File: src/logic/mdv_map.svh
`ifndef MDV_MAP_SVH
`define MDV_MAP_SVH

// -----------------------------------------------------------------
// Register addresses on the core's register access port
// -----------------------------------------------------------------
`define MDV_OFF_HIGH 16'hfe0c
`define MDV_OFF_LOW 16'hfe0e
`define MDV_OFF_CTRL 16'hff0e
`define MDV_OFF_ZERO 16'hff1c
`define MDV_OFF_ALLSET 16'hff1e

// -----------------------------------------------------------------
// Field layout and reset values
// -----------------------------------------------------------------
`define MDV_CTRL_RESET 16'h0000
`define MDV_FLAG_BIT 4'h4
`define MDV_SEQ_RESET 7'h00
`define MDV_SEQ_ONE 7'h01
`define MDV_HALF_RESET 16'h0000
`define MDV_ZERO_VAL 16'h0000
`define MDV_ALLSET_VAL 16'hffff

// -----------------------------------------------------------------
// Controller registers on APB (byte offsets)
// -----------------------------------------------------------------
`define MDV_APB_ADDR 8'h00
`define MDV_APB_WDATA 8'h04
`define MDV_APB_CMD 8'h08
`define MDV_APB_RESULT 8'h0c
`define MDV_APB_OPLEN 8'h10
`define MDV_APB_STATUS 8'h14
`define MDV_OPLEN_RESET 4'h1
`define MDV_OPLEN_ONE 4'h1
`define MDV_WORD_ZERO 32'h00000000

`endif

File: src/logic/mdv_pkg.sv
`default_nettype none
package mdv_pkg;
	// Which register an access addresses
	typedef enum logic [2:0] {
		MDV_SEL_NONE = 3'b000,
		MDV_SEL_HIGH = 3'b001,
		MDV_SEL_LOW = 3'b010,
		MDV_SEL_CTRL = 3'b011,
		MDV_SEL_ZERO = 3'b100,
		MDV_SEL_ALLSET = 3'b101
	} mdv_sel_t;

	// Kind of arithmetic instruction in flight
	typedef enum logic {
		MDV_KIND_MUL = 1'b0,
		MDV_KIND_DIV = 1'b1
	} mdv_kind_t;

	// Controller command codes
	typedef enum logic [2:0] {
		MDV_CMD_NONE = 3'b000,
		MDV_CMD_WRITE = 3'b001,
		MDV_CMD_READ = 3'b010,
		MDV_CMD_BITWR = 3'b011,
		MDV_CMD_MUL = 3'b100,
		MDV_CMD_DIV = 3'b101
	} mdv_cmd_t;

	// Controller sequencing
	typedef enum logic [1:0] {
		MDV_ST_IDLE = 2'b00,
		MDV_ST_ACC = 2'b01,
		MDV_ST_WAIT = 2'b10,
		MDV_ST_OP = 2'b11
	} mdv_state_t;
endpackage
`default_nettype wire

File: src/logic/mdv_if.sv
`default_nettype none
interface mdv_if
	import mdv_pkg::*;
(
	input wire logic pclk,
	input wire logic presetn
);
	// Register access from the core
	logic acc_req;
	logic acc_wr;
	logic acc_bit;
	logic [15:0] acc_addr;
	logic [15:0] acc_wdata;
	logic [3:0] acc_bidx;
	logic acc_bval;
	logic [15:0] acc_rdata;
	logic acc_rvalid;
	// Instruction execution from the core
	logic op_cycle;
	logic op_done;
	mdv_kind_t op_kind;
	logic [15:0] res_hi;
	logic [15:0] res_lo;

	modport dev (
		input pclk, presetn, acc_req, acc_wr, acc_bit, acc_addr,
		input acc_wdata, acc_bidx, acc_bval, op_cycle, op_done,
		input op_kind, res_hi, res_lo,
		output acc_rdata, acc_rvalid
	);
	modport core (
		input pclk, presetn, acc_rdata, acc_rvalid,
		output acc_req, acc_wr, acc_bit, acc_addr, acc_wdata,
		output acc_bidx, acc_bval, op_cycle, op_done, op_kind,
		output res_hi, res_lo
	);
endinterface
`default_nettype wire

File: src/logic/mdv_seq_cnt.sv
`default_nettype none
`include "mdv_map.svh"
module mdv_seq_cnt (
	input wire logic pclk,
	input wire logic presetn,
	input wire logic clear,
	input wire logic step,
	input wire logic load,
	input wire logic [6:0] load_val,
	output var logic [6:0] seq_reg
);
	// ---------------------------------------------------------------
	// Internal sequencing state
	// ---------------------------------------------------------------
	// Completion wins over stepping, stepping over a software load
	always_ff @(posedge pclk or negedge presetn) begin
		if (!presetn) begin
			seq_reg <= `MDV_SEQ_RESET;
		end else if (clear) begin
			seq_reg <= `MDV_SEQ_RESET;
		end else if (step) begin
			seq_reg <= seq_reg + `MDV_SEQ_ONE;
		end else if (load) begin
			seq_reg <= load_val;
		end
	end
endmodule
`default_nettype wire

File: src/logic/mdv_dev.sv
`default_nettype none
`include "mdv_map.svh"
// Function
// - Product upper half goes to high half
// - Product lower half goes to low half
// - Software loads dividend halves before division
// - Division remainder left in high half
// - Division quotient left in low half
// - Halves form one 32-bit word, low=15:0
// - Software write of either half sets flag
// - Any arithmetic instruction sets the flag
// - Reading low half clears flag, high not
// - Control 16-bit, bit addressable, reset zero
// - Sequencing bits update every instruction cycle
// - Software saves halves and control when nesting
// - Software clears control, restores after nested op
// - Software changes sequencing bits only by save/restore
// - Read-only register always reads all zeros
// - Read-only register always reads all set
module mdv_dev
	import mdv_pkg::*;
(
	mdv_if.dev bus,
	output logic [31:0] working_word,
	output logic working_reg_in_use_flag,
	output logic [15:0] control_word
);
	// ---------------------------------------------------------------
	// Helpers
	// ---------------------------------------------------------------
	// Address decode, shared by reads, writes and bit writes
	function automatic mdv_sel_t decode(input logic [15:0] a);
		mdv_sel_t s;
		s = MDV_SEL_NONE;
		if (a == `MDV_OFF_HIGH) begin
			s = MDV_SEL_HIGH;
		end else if (a == `MDV_OFF_LOW) begin
			s = MDV_SEL_LOW;
		end else if (a == `MDV_OFF_CTRL) begin
			s = MDV_SEL_CTRL;
		end else if (a == `MDV_OFF_ZERO) begin
			s = MDV_SEL_ZERO;
		end else if (a == `MDV_OFF_ALLSET) begin
			s = MDV_SEL_ALLSET;
		end
		return s;
	endfunction

	// Control word layout: 15:8 zero, 7:5 and 3:0 sequencing, 4 flag
	function automatic logic [15:0] pack_ctrl(input logic [6:0] q,
			input logic f);
		return {8'h00, q[6:4], f, q[3:0]};
	endfunction

	function automatic logic [6:0] unpack_seq(input logic [15:0] w);
		return {w[7:5], w[3:0]};
	endfunction

	// Single-bit replace used for bit-addressable registers
	function automatic logic [15:0] put_bit(input logic [15:0] w,
			input logic [3:0] i, input logic v);
		logic [15:0] r;
		r = w;
		r[i] = v;
		return r;
	endfunction

	// ---------------------------------------------------------------
	// Access decode
	// ---------------------------------------------------------------
	logic [15:0] high_reg;
	logic [15:0] low_reg;
	logic flag_reg;
	logic [6:0] seq_reg;
	logic [15:0] rdata_reg;
	logic rvalid_reg;
	mdv_sel_t sel;
	logic word_wr;
	logic bit_wr;
	logic rd;
	logic [15:0] ctrl_now;
	logic [15:0] ctrl_bitwr;
	logic ctrl_load;
	logic [15:0] ctrl_load_val;
	logic flag_set;
	logic flag_clr;

	// Access strobes; constants decode but nothing is ever stored
	assign sel = decode(bus.acc_addr);
	assign word_wr = bus.acc_req & bus.acc_wr & ~bus.acc_bit;
	assign bit_wr = bus.acc_req & bus.acc_wr & bus.acc_bit;
	assign rd = bus.acc_req & ~bus.acc_wr;

	assign ctrl_now = pack_ctrl(seq_reg, flag_reg);
	assign ctrl_bitwr = put_bit(ctrl_now, bus.acc_bidx, bus.acc_bval);

	// Software load of the control word, whole or one bit
	always_comb begin
		ctrl_load = 1'b0;
		ctrl_load_val = ctrl_now;
		if (word_wr && sel == MDV_SEL_CTRL) begin
			ctrl_load = 1'b1;
			ctrl_load_val = bus.acc_wdata;
		end else if (bit_wr && sel == MDV_SEL_CTRL) begin
			ctrl_load = 1'b1;
			ctrl_load_val = ctrl_bitwr;
		end
	end

	// ---------------------------------------------------------------
	// Working register halves
	// ---------------------------------------------------------------
	// A finishing instruction owns the halves in its last cycle; a
	// software write in that same cycle is lost, as the core would
	// never issue both at once
	always_ff @(posedge bus.pclk or negedge bus.presetn) begin
		if (!bus.presetn) begin
			high_reg <= `MDV_HALF_RESET;
		end else if (bus.op_done) begin
			// Product upper half, or remainder after a division
			high_reg <= bus.res_hi;
		end else if (word_wr && sel == MDV_SEL_HIGH) begin
			high_reg <= bus.acc_wdata;
		end
	end

	always_ff @(posedge bus.pclk or negedge bus.presetn) begin
		if (!bus.presetn) begin
			low_reg <= `MDV_HALF_RESET;
		end else if (bus.op_done) begin
			// Product lower half, or quotient after a division
			low_reg <= bus.res_lo;
		end else if (word_wr && sel == MDV_SEL_LOW) begin
			low_reg <= bus.acc_wdata;
		end
	end

	// Halves are not bit addressable, so bit writes to them are dropped
	assign working_word = {high_reg, low_reg};

	// ---------------------------------------------------------------
	// In-use flag
	// ---------------------------------------------------------------
	assign flag_set = (word_wr &&
		(sel == MDV_SEL_HIGH || sel == MDV_SEL_LOW)) ||
		bus.op_cycle || bus.op_done;
	assign flag_clr = rd && sel == MDV_SEL_LOW;

	// Set beats clear so an event in the clearing cycle is kept
	always_ff @(posedge bus.pclk or negedge bus.presetn) begin
		if (!bus.presetn) begin
			flag_reg <= 1'b0;
		end else if (flag_set) begin
			flag_reg <= 1'b1;
		end else if (ctrl_load) begin
			flag_reg <= ctrl_load_val[`MDV_FLAG_BIT];
		end else if (flag_clr) begin
			flag_reg <= 1'b0;
		end
	end

	assign working_reg_in_use_flag = flag_reg;

	// ---------------------------------------------------------------
	// Sequencing state
	// ---------------------------------------------------------------
	// Software may save, clear and restore these bits; anything else
	// breaks resumption of an interrupted instruction
	mdv_seq_cnt u_seq (
		.pclk(bus.pclk),
		.presetn(bus.presetn),
		.clear(bus.op_done),
		.step(bus.op_cycle),
		.load(ctrl_load),
		.load_val(unpack_seq(ctrl_load_val)),
		.seq_reg(seq_reg)
	);

	assign control_word = ctrl_now;

	// ---------------------------------------------------------------
	// Read path
	// ---------------------------------------------------------------
	// Data appears one cycle after the request; unmapped reads zero
	always_ff @(posedge bus.pclk or negedge bus.presetn) begin
		if (!bus.presetn) begin
			rdata_reg <= `MDV_ZERO_VAL;
		end else if (rd) begin
			if (sel == MDV_SEL_HIGH) begin
				rdata_reg <= high_reg;
			end else if (sel == MDV_SEL_LOW) begin
				rdata_reg <= low_reg;
			end else if (sel == MDV_SEL_CTRL) begin
				rdata_reg <= ctrl_now;
			end else if (sel == MDV_SEL_ALLSET) begin
				rdata_reg <= `MDV_ALLSET_VAL;
			end else begin
				rdata_reg <= `MDV_ZERO_VAL;
			end
		end
	end

	// One-cycle answer strobe for every read, mapped or not
	always_ff @(posedge bus.pclk or negedge bus.presetn) begin
		if (!bus.presetn) begin
			rvalid_reg <= 1'b0;
		end else begin
			rvalid_reg <= rd;
		end
	end

	assign bus.acc_rdata = rdata_reg;
	assign bus.acc_rvalid = rvalid_reg;
endmodule
`default_nettype wire

File: src/flat_wrapper.sv
// flat-port wrapper written by rule: the top's interface ports become plain ports
module mdv_dev_flat import mdv_pkg::*;
  (working_word, working_reg_in_use_flag, control_word, pclk, presetn, bus_acc_req, bus_acc_wr, bus_acc_bit, bus_acc_addr, bus_acc_wdata, bus_acc_bidx, bus_acc_bval, bus_op_cycle, bus_op_done, bus_op_kind, bus_res_hi, bus_res_lo, bus_acc_rdata, bus_acc_rvalid);
  mdv_if bus_i (.pclk(pclk), .presetn(presetn));
  output logic [31:0] working_word;
  output logic working_reg_in_use_flag;
  output logic [15:0] control_word;
  input wire logic pclk;
  input wire logic presetn;
  input wire logic [$bits(bus_i.acc_req)-1:0] bus_acc_req;
  input wire logic [$bits(bus_i.acc_wr)-1:0] bus_acc_wr;
  input wire logic [$bits(bus_i.acc_bit)-1:0] bus_acc_bit;
  input wire logic [$bits(bus_i.acc_addr)-1:0] bus_acc_addr;
  input wire logic [$bits(bus_i.acc_wdata)-1:0] bus_acc_wdata;
  input wire logic [$bits(bus_i.acc_bidx)-1:0] bus_acc_bidx;
  input wire logic [$bits(bus_i.acc_bval)-1:0] bus_acc_bval;
  input wire logic [$bits(bus_i.op_cycle)-1:0] bus_op_cycle;
  input wire logic [$bits(bus_i.op_done)-1:0] bus_op_done;
  input wire logic [$bits(bus_i.op_kind)-1:0] bus_op_kind;
  input wire logic [$bits(bus_i.res_hi)-1:0] bus_res_hi;
  input wire logic [$bits(bus_i.res_lo)-1:0] bus_res_lo;
  output wire logic [$bits(bus_i.acc_rdata)-1:0] bus_acc_rdata;
  output wire logic [$bits(bus_i.acc_rvalid)-1:0] bus_acc_rvalid;
  assign bus_i.acc_req = bus_acc_req;
  assign bus_i.acc_wr = bus_acc_wr;
  assign bus_i.acc_bit = bus_acc_bit;
  assign bus_i.acc_addr = bus_acc_addr;
  assign bus_i.acc_wdata = bus_acc_wdata;
  assign bus_i.acc_bidx = bus_acc_bidx;
  assign bus_i.acc_bval = bus_acc_bval;
  assign bus_i.op_cycle = bus_op_cycle;
  assign bus_i.op_done = bus_op_done;
  assign bus_i.op_kind = bus_op_kind;
  assign bus_i.res_hi = bus_res_hi;
  assign bus_i.res_lo = bus_res_lo;
  assign bus_acc_rdata = bus_i.acc_rdata;
  assign bus_acc_rvalid = bus_i.acc_rvalid;
  mdv_dev u_core (.bus(bus_i), .working_word(working_word), .working_reg_in_use_flag(working_reg_in_use_flag), .control_word(control_word));
endmodule
File: config.mk
export PLATFORM = sky130hd
export DESIGN_NAME = mdv_dev_flat
export DESIGN_NICKNAME = d
export VERILOG_FILES = /design/src/logic/mdv_pkg.sv /design/src/logic/mdv_if.sv /design/src/logic/mdv_seq_cnt.sv /design/src/logic/mdv_dev.sv /design/src/flat_wrapper.sv
export VERILOG_INCLUDE_DIRS = /design/src /design/src/logic
export SDC_FILE = /design/constraint.sdc
export NUM_CORES = 1
export LEC_CHECK = 0
export ABC_CLOCK_PERIOD_IN_PS = 1900
export BUFFER_PORTS_ARGS = -buffer_cell sky130_fd_sc_hd__buf_2
export CAP_MARGIN = 15
export CORE_UTILIZATION = 40
export DETAILED_ROUTE_END_ITERATION = 7
export PLACE_DENSITY = 0.69
export SYNTH_ARGS = -nofsm -noshare
export SYNTH_HDL_FRONTEND = slang
export SYNTH_SLANG_ARGS = --single-unit
File: constraint.sdc
create_clock -name pclk -period 1.9 [get_ports pclk]
set_input_delay 0.475 -clock pclk [delete_from_list [all_inputs] [get_ports pclk]]
set_output_delay 0.475 -clock pclk [all_outputs]
set_load 0.01 [all_outputs]
After elaboration in Yosys (flattened, before gate mapping)
Index checks and enable logic that the tools add are counted.
{"block": "classes", "addsub": 1, "magnitude_cmp": 2, "n_eq_ne": 10, "muxes": 26, "bitwise": 6, "n_reduce_logical": 17}
{"cell": "16-bit 2-to-1 mux", "count": 8}
{"cell": "16-bit == test (second input constant)", "count": 5}
{"cell": "7-bit 2-to-1 mux", "count": 3}
{"cell": "16-bit bitwise mux", "count": 1}
{"cell": "8-bit 2-to-1 mux", "count": 2}
{"cell": "3-bit 2-to-1 mux", "count": 5}
{"cell": "7-bit by 1-bit adder with 7-bit output (second input constant)", "count": 1}
{"cell": "1-bit logical AND", "count": 7}
{"cell": "3-bit by 2-bit == test with 1-bit output (second input constant)", "count": 2}
{"cell": "1-bit 2-to-1 mux", "count": 6}
{"cell": "3-bit nonzero test", "count": 2}
{"cell": "4-bit by 5-bit < comparator with 1-bit output (second input constant)", "count": 1}
{"cell": "1-bit bitwise AND", "count": 4}
{"cell": "1-bit demux with 4-bit select", "count": 1}
{"cell": "4-bit by 1-bit >= comparator with 1-bit output (second input constant)", "count": 1}
{"cell": "4-bit != test (second input constant)", "count": 1}
{"cell": "2-bit AND reduction", "count": 2}
{"cell": "2-bit nonzero test", "count": 2}
{"cell": "4-bit nonzero test", "count": 1}
{"cell": "3-bit by 1-bit == test with 1-bit output (second input constant)", "count": 1}
{"cell": "3-bit == test (second input constant)", "count": 1}
{"cell": "1-bit logical OR", "count": 3}
{"cell": "1-bit inverter", "count": 2}
{"block": "word_totals", "reg_bits": 57, "input_bits": 77, "out_inout_bits": 66}

Depth between registers and ports, before layout
Gate-level depths: netlist of the first run.
{"block": "depth", "ltp_word": 13, "depth_mapped": 7}

Modules after synthesis
Synthesis of the first run repeated with hierarchy kept, for this count alone.
{"block": "hier_totals", "cells_unflattened": 331, "area_unflattened_um2": 3522.1}
{"module": "mdv_dev", "instances": 1, "cells_each": 287, "area_each_um2": 3079.2, "seq_area_each_um2": 1251.2}
{"module": "mdv_seq_cnt", "instances": 1, "cells_each": 44, "area_each_um2": 442.9, "seq_area_each_um2": 175.2}

Worst setup path after synthesis of the first run
OpenSTA, ideal clock, no wires.
{"block": "synth_timing", "path_type": "in2reg", "from": "input bus_acc_addr[7]", "to": "register u_core.u_seq.seq_reg[1]", "t_arrival_ns": 2.344, "setup_slack_ns": -0.579, "cell_stages": 7, "path_buffers": 2, "path_cell_list": "or4_1 > clkbuf_2 > or4_1 > buf_4 > a211o_1 > a221oi_2 > nor3_1"}
{"block": "synth_via", "elab_chain_cells": 12, "word_cells_on_any_way": 22, "classes_between": "eq/ne (6); mux (11); reduce/logical (5)"}
{"element": "start: declaration", "line": "flat_wrapper.sv:13", "rtl": "input wire logic [$bits(bus_i.acc_addr)-1:0] bus_acc_addr;"}
{"element": "16-bit == test (no source line)"}
{"element": "3-bit 2-to-1 mux", "line": "mdv_dev.sv:43", "rtl": "end else if (a == `MDV_OFF_ALLSET) begin"}
{"element": "3-bit 2-to-1 mux", "line": "mdv_dev.sv:41", "rtl": "end else if (a == `MDV_OFF_ZERO) begin"}
{"element": "3-bit 2-to-1 mux", "line": "mdv_dev.sv:39", "rtl": "end else if (a == `MDV_OFF_CTRL) begin"}
{"element": "3-bit 2-to-1 mux", "line": "mdv_dev.sv:37", "rtl": "end else if (a == `MDV_OFF_LOW) begin"}
{"element": "3-bit 2-to-1 mux *", "line": "mdv_dev.sv:35", "rtl": "if (a == `MDV_OFF_HIGH) begin"}
{"element": "3-bit by 2-bit == test with 1-bit output *", "line": "mdv_dev.sv:101, mdv_dev.sv:104"}
{"element": "1-bit logical AND (on tied branches)", "line": "mdv_dev.sv:104, mdv_dev.sv:101"}
{"element": "1-bit 2-to-1 mux / 8-bit 2-to-1 mux (equally long branches)", "line": "mdv_dev.sv:104, mdv_dev.sv:101"}
{"element": "1-bit 2-to-1 mux / 7-bit 2-to-1 mux (equally long branches)", "line": "mdv_dev.sv:101, mdv_seq_cnt.sv:23"}
{"element": "3-bit nonzero test (no source line) / 7-bit 2-to-1 mux (equally long branches)"}
{"element": "2-bit AND reduction (no source line) / 7-bit 2-to-1 mux (equally long branches)"}
{"element": "end signal: assignment", "line": "mdv_seq_cnt.sv:20", "rtl": "seq_reg <= `MDV_SEQ_RESET;"}
{"element": "end signal: assignment", "line": "mdv_seq_cnt.sv:22", "rtl": "seq_reg <= seq_reg + `MDV_SEQ_ONE;"}
{"element": "end signal: assignment", "line": "mdv_seq_cnt.sv:24", "rtl": "seq_reg <= load_val;"}
{"element": "end: declaration", "line": "mdv_seq_cnt.sv:10", "rtl": "output var logic [6:0] seq_reg"}
Every way passes the cells marked *; elsewhere a longest branch is shown, timed or not. The select of a mux whose other input is x is not followed.
A chain may end at the register's enable or synchronous reset.

Worst setup path in the final report of the first run
{"block": "layout_timing", "from": "input bus_acc_addr[7]", "to": "register u_core.u_seq.seq_reg[0]"}
The elaborated chain is that of the path after synthesis.

==> reports/qor.yml, run 1 <==
timing:
  fmax_mhz: 496.1
  final.min_clock_period_ns: 2.016
  setup_tns_ns: -1.179
  rsz0062_at_grt: "true"
  fin_skew_ns: 0.01154
  fin_crit_sh_pct: 106.1
  final_max_slew_viol_count: 0
  setup_violations: 27
  hold_violations: 0
  postLayoutSetupSlackWorst_ns: -0.1159
synthesis:
  synth_simple_gate_area_share_pct: 21.75
  netlist_top_cells_area: "dfrtp_1 (43%), mux2i_1 (9.5%), nand2_1 (7.2%)"
  netlist.area_leader.share_pct: 42.52
  yosysWarningCount: 0
  netlist_area_mm2: 0.003354
  yosysMostFrequentCell: "nand2_1"
  synth_compound_area_share_pct: 19.36
  synth_edf_count: 0
  synth_xor_area_share_pct: 1.305
  ys_async_sr_fraction_pct: 100.0
  ys_seq_elements: 57
  avgSynthCellArea_um2: 8.781
  yosysTopAreaCell: "dfrtp_1"
  ys_types: 48
  synth-adder-area-share_pct: 0.3730
  synth_top_family_by_area: "simple AND/OR/NAND/NOR gates"
  synthCells: 382
  synth.top_cells.by_count: "nand2_1 (64), dfrtp_1 (57), o21ai_0 (46), nor2_1 (35), mux2i_1 (32)"
  synth_flop_cell: "dfrtp_1"
  synth-seq-area-share_pct: 42.52
  synthMuxAreaShare_pct: 9.549
floorplan:
  coreArea_mm2: 0.008175
  die_y_um: 93.58
  die_w_um: 93.58
  ioPinCount: 143
  core.rowCount: 33
  initial_core_util_pct: 41.03
  dieArea_mm2: 0.008756
finish:
  ff_latch_area_mm2: 0.001426
  final_nets: 634
  syn2layout_area_growth_pct: 46.40
  layout-drive-gt1-share_pct: 41.79
  final.fill_count: 696
  multi_input_area_mm2: 0.001946
  final_cell_count_no_fill: 665
  diodes: 0
grt:
  grt_pass1_vias: 3502
  groute.usage.overall_pct: 25.64
  grt_overflow_total: 0
  grt_antenna_before_repair: 0
  grt_start_max_net_pins: 58
  grt_pass1_wl_um: 17180
critical_path:
  start_kind: "primary input"
  r2r_slack_ns: 0.30
  cpMaxStageDelayCell: "or4_4"
  cp-end-kind: "register"
  cp_cell_sequence: "buf_6 > or4_4 > or4_4 > buf_6 > nor4b_4 > nand4_1 > a31oi_1"
  crit_path_max_fanout: 4
  cp.required_ns: 2.16
  critical_path_class: "primary input to register"
  max_stage_delay_ns: 0.55
  cp.arrival_ns: 2.28
route:
  wl_met2_um: 5395
  final_antenna_net_count: 0
  drt-met1-wl_um: 4805
  remaining_drc_errors: 0
  totalWireLength_um: 11290
  dr.pass1.iters: 5
  num_vias: 3618
  viasPerCell: 5.441
  routed.top_layer: "met4"
  wl_per_cell_um: 16.97
  first_iter_violations: 193
  route.met3.wl_um: 903
placed_design:
  port_buffers: 133
  dp_slack_ns: -0.6187
  dpl.hpwl_um: 7917
  place_congestion: 1.043
  place_inst: 639
clock_network:
  ctsRootBufferMaster: "clkbuf_8"
  tritoncts: "built"
  cts.path.max_buffers: 2
  hold_buffers: 0
  clk_latency_ns: 0.34
  htreeDepth: 3
  numCtsBuffers: 9
  clock_sinks: 57
  path_clk_slew_ns: 0.07
run:
  max_cap_viol_count: 0
pwr:
  cellPowerDensity_mw_per_mm2: 648.4
  max-vdd-ir-drop_uv: 330.7
  cellLeakagePower_nw: 2.487
outcome:
  status: "finished with violations"
  violations: "negative setup slack"
hold_path:
  min_path_type: "primary input to async pin"
## layout by cell type (no fill, tap or decap), types with 4 or more instances in the layout
cell type,instances
buf_2,132
nand2_1,61
dfrtp_1,57
buf_4,38
nor2_1,34
mux2i_1,32
o21ai_1,23
o21ai_0,20
a31oi_1,12
clkbuf_8,11
nand3_1,10
nor3_1,9
nand4_1,8
o2bb2ai_1,8
a21oi_1,8
conb_1,8
a211oi_2,7
buf_6,7
buf_12,5
or4_4,4
nor2_4,4
nor2b_1,4
xnor2_1,4
## metal layers
layer / GRT usage, % / vias to the layer above
met4: 7.821 / 0
met2: 43.08 / 187
li1: - / 1717
met3: 5.122 / 21
met1: 33.18 / 1693
met5: 0 / -
## critical path: cells and delay by family
family	cells	cell delay, ns
AOI/OAI and AO/OA	1	0.18
and+or+nand+nor	4	1.36
buffers and inverters	2	0.24
## through the flow
step	cell area (um^2)	utilization [%]	power [W]	hold slack (ns)
floorplan	3426	-	0.001689	0.1794
global placement	4412	53.96	0.002014	0.5005
detailed placement	4412	53.96	0.002030	0.4980
CTS	4768	58.33	0.003174	0.1431
global route	4911	60.07	0.003331	0.1563
finish	4911	60.07	0.003184	0.1229
## final timing paths
kind | startpoint | end | cells after the start
max in group asynchronous | presetn | u_core.u_seq.seq_reg[3] | 2
setup reg to reg | u_core.u_seq.seq_reg[0] | u_core.u_seq.seq_reg[6] | 6
setup / recovery | bus_acc_addr[7] | u_core.u_seq.seq_reg[0] | 7
hold reg to reg | u_core.low_reg[7] | u_core.bus.acc_rdata[7] | 2
hold / removal | presetn | u_core.high_reg[14] | 2
min in group pclk | bus_res_lo[5] | u_core.low_reg[5] | 3
## cells by family after synthesis
group | count (synthesis)
xor+xnor | 5
fa+ha+maj | 1
compound gates | 100
other cells | 1
flops | 57
buf+inv | 34
simple gates | 152
mux | 32
## power by group
part           switching, W  internal [W]
Clock              0.000464      0.000666
Combinational      0.000357      0.000277
Sequential        0.0000995       0.00132
Total              0.000920       0.00226
## timing repair
| item | CTS | global route |
|---|---|---|
| setup buffers | 1 | 7 |
| endpoints found under the setup margin | 56 | 54 |
| resized for setup | 31 | 32 |
| gates cloned | 2 | 1 |
| pin swaps | 29 | 8 |
## area by class of cell
type / instances / area share [%]
clock buffer: 12 / 3.159
inverter: 4 / 0.3057
sequential: 57 / 29.04
multi-input combinational: 299 / 39.62
timing repair buffer: 185 / 24.38
clock inverter: 3 / 0.8153
tap: 105 / 2.675
Power figures use the tool's default switching activity.
==> inputs of run 2 (changes only) <==
--- a/config.mk
+++ b/config.mk
@@ -9,6 +9,7 @@
 export ABC_CLOCK_PERIOD_IN_PS = 1900
 export BUFFER_PORTS_ARGS = -buffer_cell sky130_fd_sc_hd__buf_2
 export CAP_MARGIN = 15
+export CORE_MARGIN = 3
 export CORE_UTILIZATION = 40
 export DETAILED_ROUTE_END_ITERATION = 7
 export PLACE_DENSITY = 0.69
==> run 2 against run 1 <==
The flow still finishes with violations (negative setup slack). Combinational power increased by 3%. Critical path depth rose by 3. Cell count down 1.4%. Sequential power barely moved. Count of clock-buffer cells in the layout shrank 2. Critical path type unchanged. Largest cell class unchanged.
==> reports/qor.yml, run 2 (synthesis results as in run 1) <==
outcome:
  status: "finished with violations"
  violations: "negative setup slack"
grt:
  grt_start_max_net_pins: 45  # -22%
  grt_antenna_before_repair: 0  # unchanged
  groute.usage.overall_pct: 24.29  # -1.3 points
  use_met2_pct: 39.22  # -3.9 points
  met1_usage_pct: 32.90  # -0.28 points
  grt_pass1_wl_um: 18650  # +8.6%
  grt_overflow_total: 0  # unchanged
  grtUsageMet3_pct: 5.887  # +0.76 points
  top_usage_layer: "met2"
  grt_pass1_vias: 3521  # +0.54%
run:
  max_cap_viol_count: 0  # unchanged
floorplan:
  initial_core_util_pct: 42.31  # +1.3 points
  ioPinCount: 143  # unchanged
  core.rowCount: 32  # -3.0%
  dieArea_mm2: 0.009521  # +8.7%
  die_w_um: 97.58  # +4.3%
  die_y_um: 97.58  # +4.3%
  coreArea_mm2: 0.007928  # -3.0%
placed_design:
  place_congestion: 0.8819  # -15%
  place_inst: 632  # -1.1%
  dp_slack_ns: -0.6306  # -0.01184 ns
  dpl.hpwl_um: 8534  # +7.8%
  port_buffers: 133  # unchanged
finish:
  final_cell_mix: "buf_2 (130), dfrtp_1 (57), nand2_1 (56)"
  layout-drive-gt1-share_pct: 43.50  # +1.7 points
  final_nets: 628  # -0.95%
  final_cell_count_no_fill: 656  # -1.4%
  utilization_pct: 62.26  # +2.2 points
  syn2layout_area_growth_pct: 47.15
  diodes: 0  # unchanged
  layout_commonest_cell: "buf_2"
route:
  dr.pass1.iters: 4  # -1
  viasPerCell: 5.549  # +2.0%
  wl_per_cell_um: 18.06  # +6.4%
  totalWireLength_um: 11850  # +5.0%
  final_antenna_net_count: 0  # unchanged
  num_vias: 3640  # +0.61%
  first_iter_violations: 133  # -31%
  remaining_drc_errors: 0  # unchanged
timing:
  final.min_clock_period_ns: 2.081  # +0.06491 ns
  fin_skew_ns: 0.005688  # -0.005851 ns
  hold_ws_ns: 0.08944  # -0.03348 ns
  fmax_mhz: 480.6  # -3.1%
  hold_violations: 0  # unchanged
  rsz0062_at_grt: "true"
  setup_tns_ns: -4.077  # -2.898 ns
  fin_crit_sh_pct: 109.5  # +3.4 points
  postLayoutSetupSlackWorst_ns: -0.1808  # -0.06491 ns
  setup_violations: 39  # +44%
  final_max_slew_viol_count: 0  # unchanged
critical_path:
  cp.arrival_ns: 2.30  # +0.02 ns
  crit_path_max_fanout: 8  # +4
  start_kind: "primary input"
  cp.required_ns: 2.12  # -0.04 ns
  cp-end-kind: "register"
  critical_path_class: "primary input to register"
clock_network:
  ctsRootBufferMaster: "clkbuf_8"
  path_clk_slew_ns: 0.07  # about the same
  numCtsBuffers: 9  # unchanged
  tritoncts: "built"
  htreeDepth: 3  # unchanged
  clock_sinks: 57  # unchanged
  cts.path.max_buffers: 2  # unchanged
  clk_latency_ns: 0.34  # about the same
pwr:
  cellLeakagePower_nw: 2.447  # -1.6%
  max-vdd-ir-drop_uv: 334.4  # +1.1%
  cellPowerDensity_mw_per_mm2: 649.0  # about the same
hold_path:
  min_path_type: "primary input to async pin"
run 2: worst max-delay path, cell delays in order:
cell,delay [ns]
buf_6,0.09
or4_4,0.56
buf_6,0.14
buf_6,0.12
nor3_4,0.22
buf_6,0.14
nand3_4,0.10
buf_12,0.18
mux2i_2,0.18
o21ai_1,0.09
run 2: repair_timing:
action | 4_1_cts | 5_1_grt
gates resized for setup | 34 | 45
hold buffers | 0 | 0
setup buffers | 6 | 2
endpoints found under the setup margin | 40 | 40
gates cloned | 1 | 1
pin swaps | 29 | 30
run 2: worst paths after layout:
| kind | from | endpoint | slack (ns) | depth (start not counted) |
|---|---|---|---|---|
| worst max register to register | u_core.u_seq.seq_reg[1] | u_core.u_seq.seq_reg[6] | 0.29 | 6 |
| worst min-delay path | presetn | u_core.high_reg[14] | 0.09 | 1 |
| max in group asynchronous | presetn | u_core.high_reg[6] | 1.30 | 2 |
| min in group pclk | bus_res_hi[10] | u_core.high_reg[10] | 0.34 | 3 |
| worst max-delay path | bus_acc_addr[5] | u_core.low_reg[11] | -0.18 | 10 |
| worst min register to register | u_core.low_reg[8] | u_core.bus.acc_rdata[8] | 0.56 | 2 |
run 2: where the power goes:
group	switching (W)	total (W)	internal, W	leakage [nW]
clock network	0.000508	0.00114	0.000631	0.0981
registers	0.0000919	0.00141	0.00132	0.699
logic	0.000363	0.000652	0.000288	1.65
total	0.000963	0.00320	0.00224	2.45
run 2: layout make-up:
| cell class | count | area [um^2] |
|---|---|---|
| Clock buffer | 10 | 137.6 |
| Clock inverter | 5 | 56.30 |
| Fill cell | 691 | 2992 |
| Inverter | 4 | 15.01 |
| Multi-Input combinational cell | 299 | 1996 |
| Sequential cell | 57 | 1426 |
| Tap cell | 102 | 127.6 |
| Timing Repair Buffer | 179 | 1177 |
run 2: through the flow:
| stage | area (um^2) | total power (W) |
|---|---|---|
| final | 4936 | 0.003204 |
| after global routing | 4936 | 0.003352 |
| after CTS | 4775 | 0.003198 |
| after detailed placement | 4403 | 0.002035 |
| after global placement | 4403 | 0.002025 |
| after floorplan | 3426 | 0.001689 |
run 2: per-layer routing:
layer,vias to the layer above,share of wire (%)
li1,1711,-
met1,1740,44
met2,170,46
met3,19,7.9
met4,0,1.5
met5,-,0
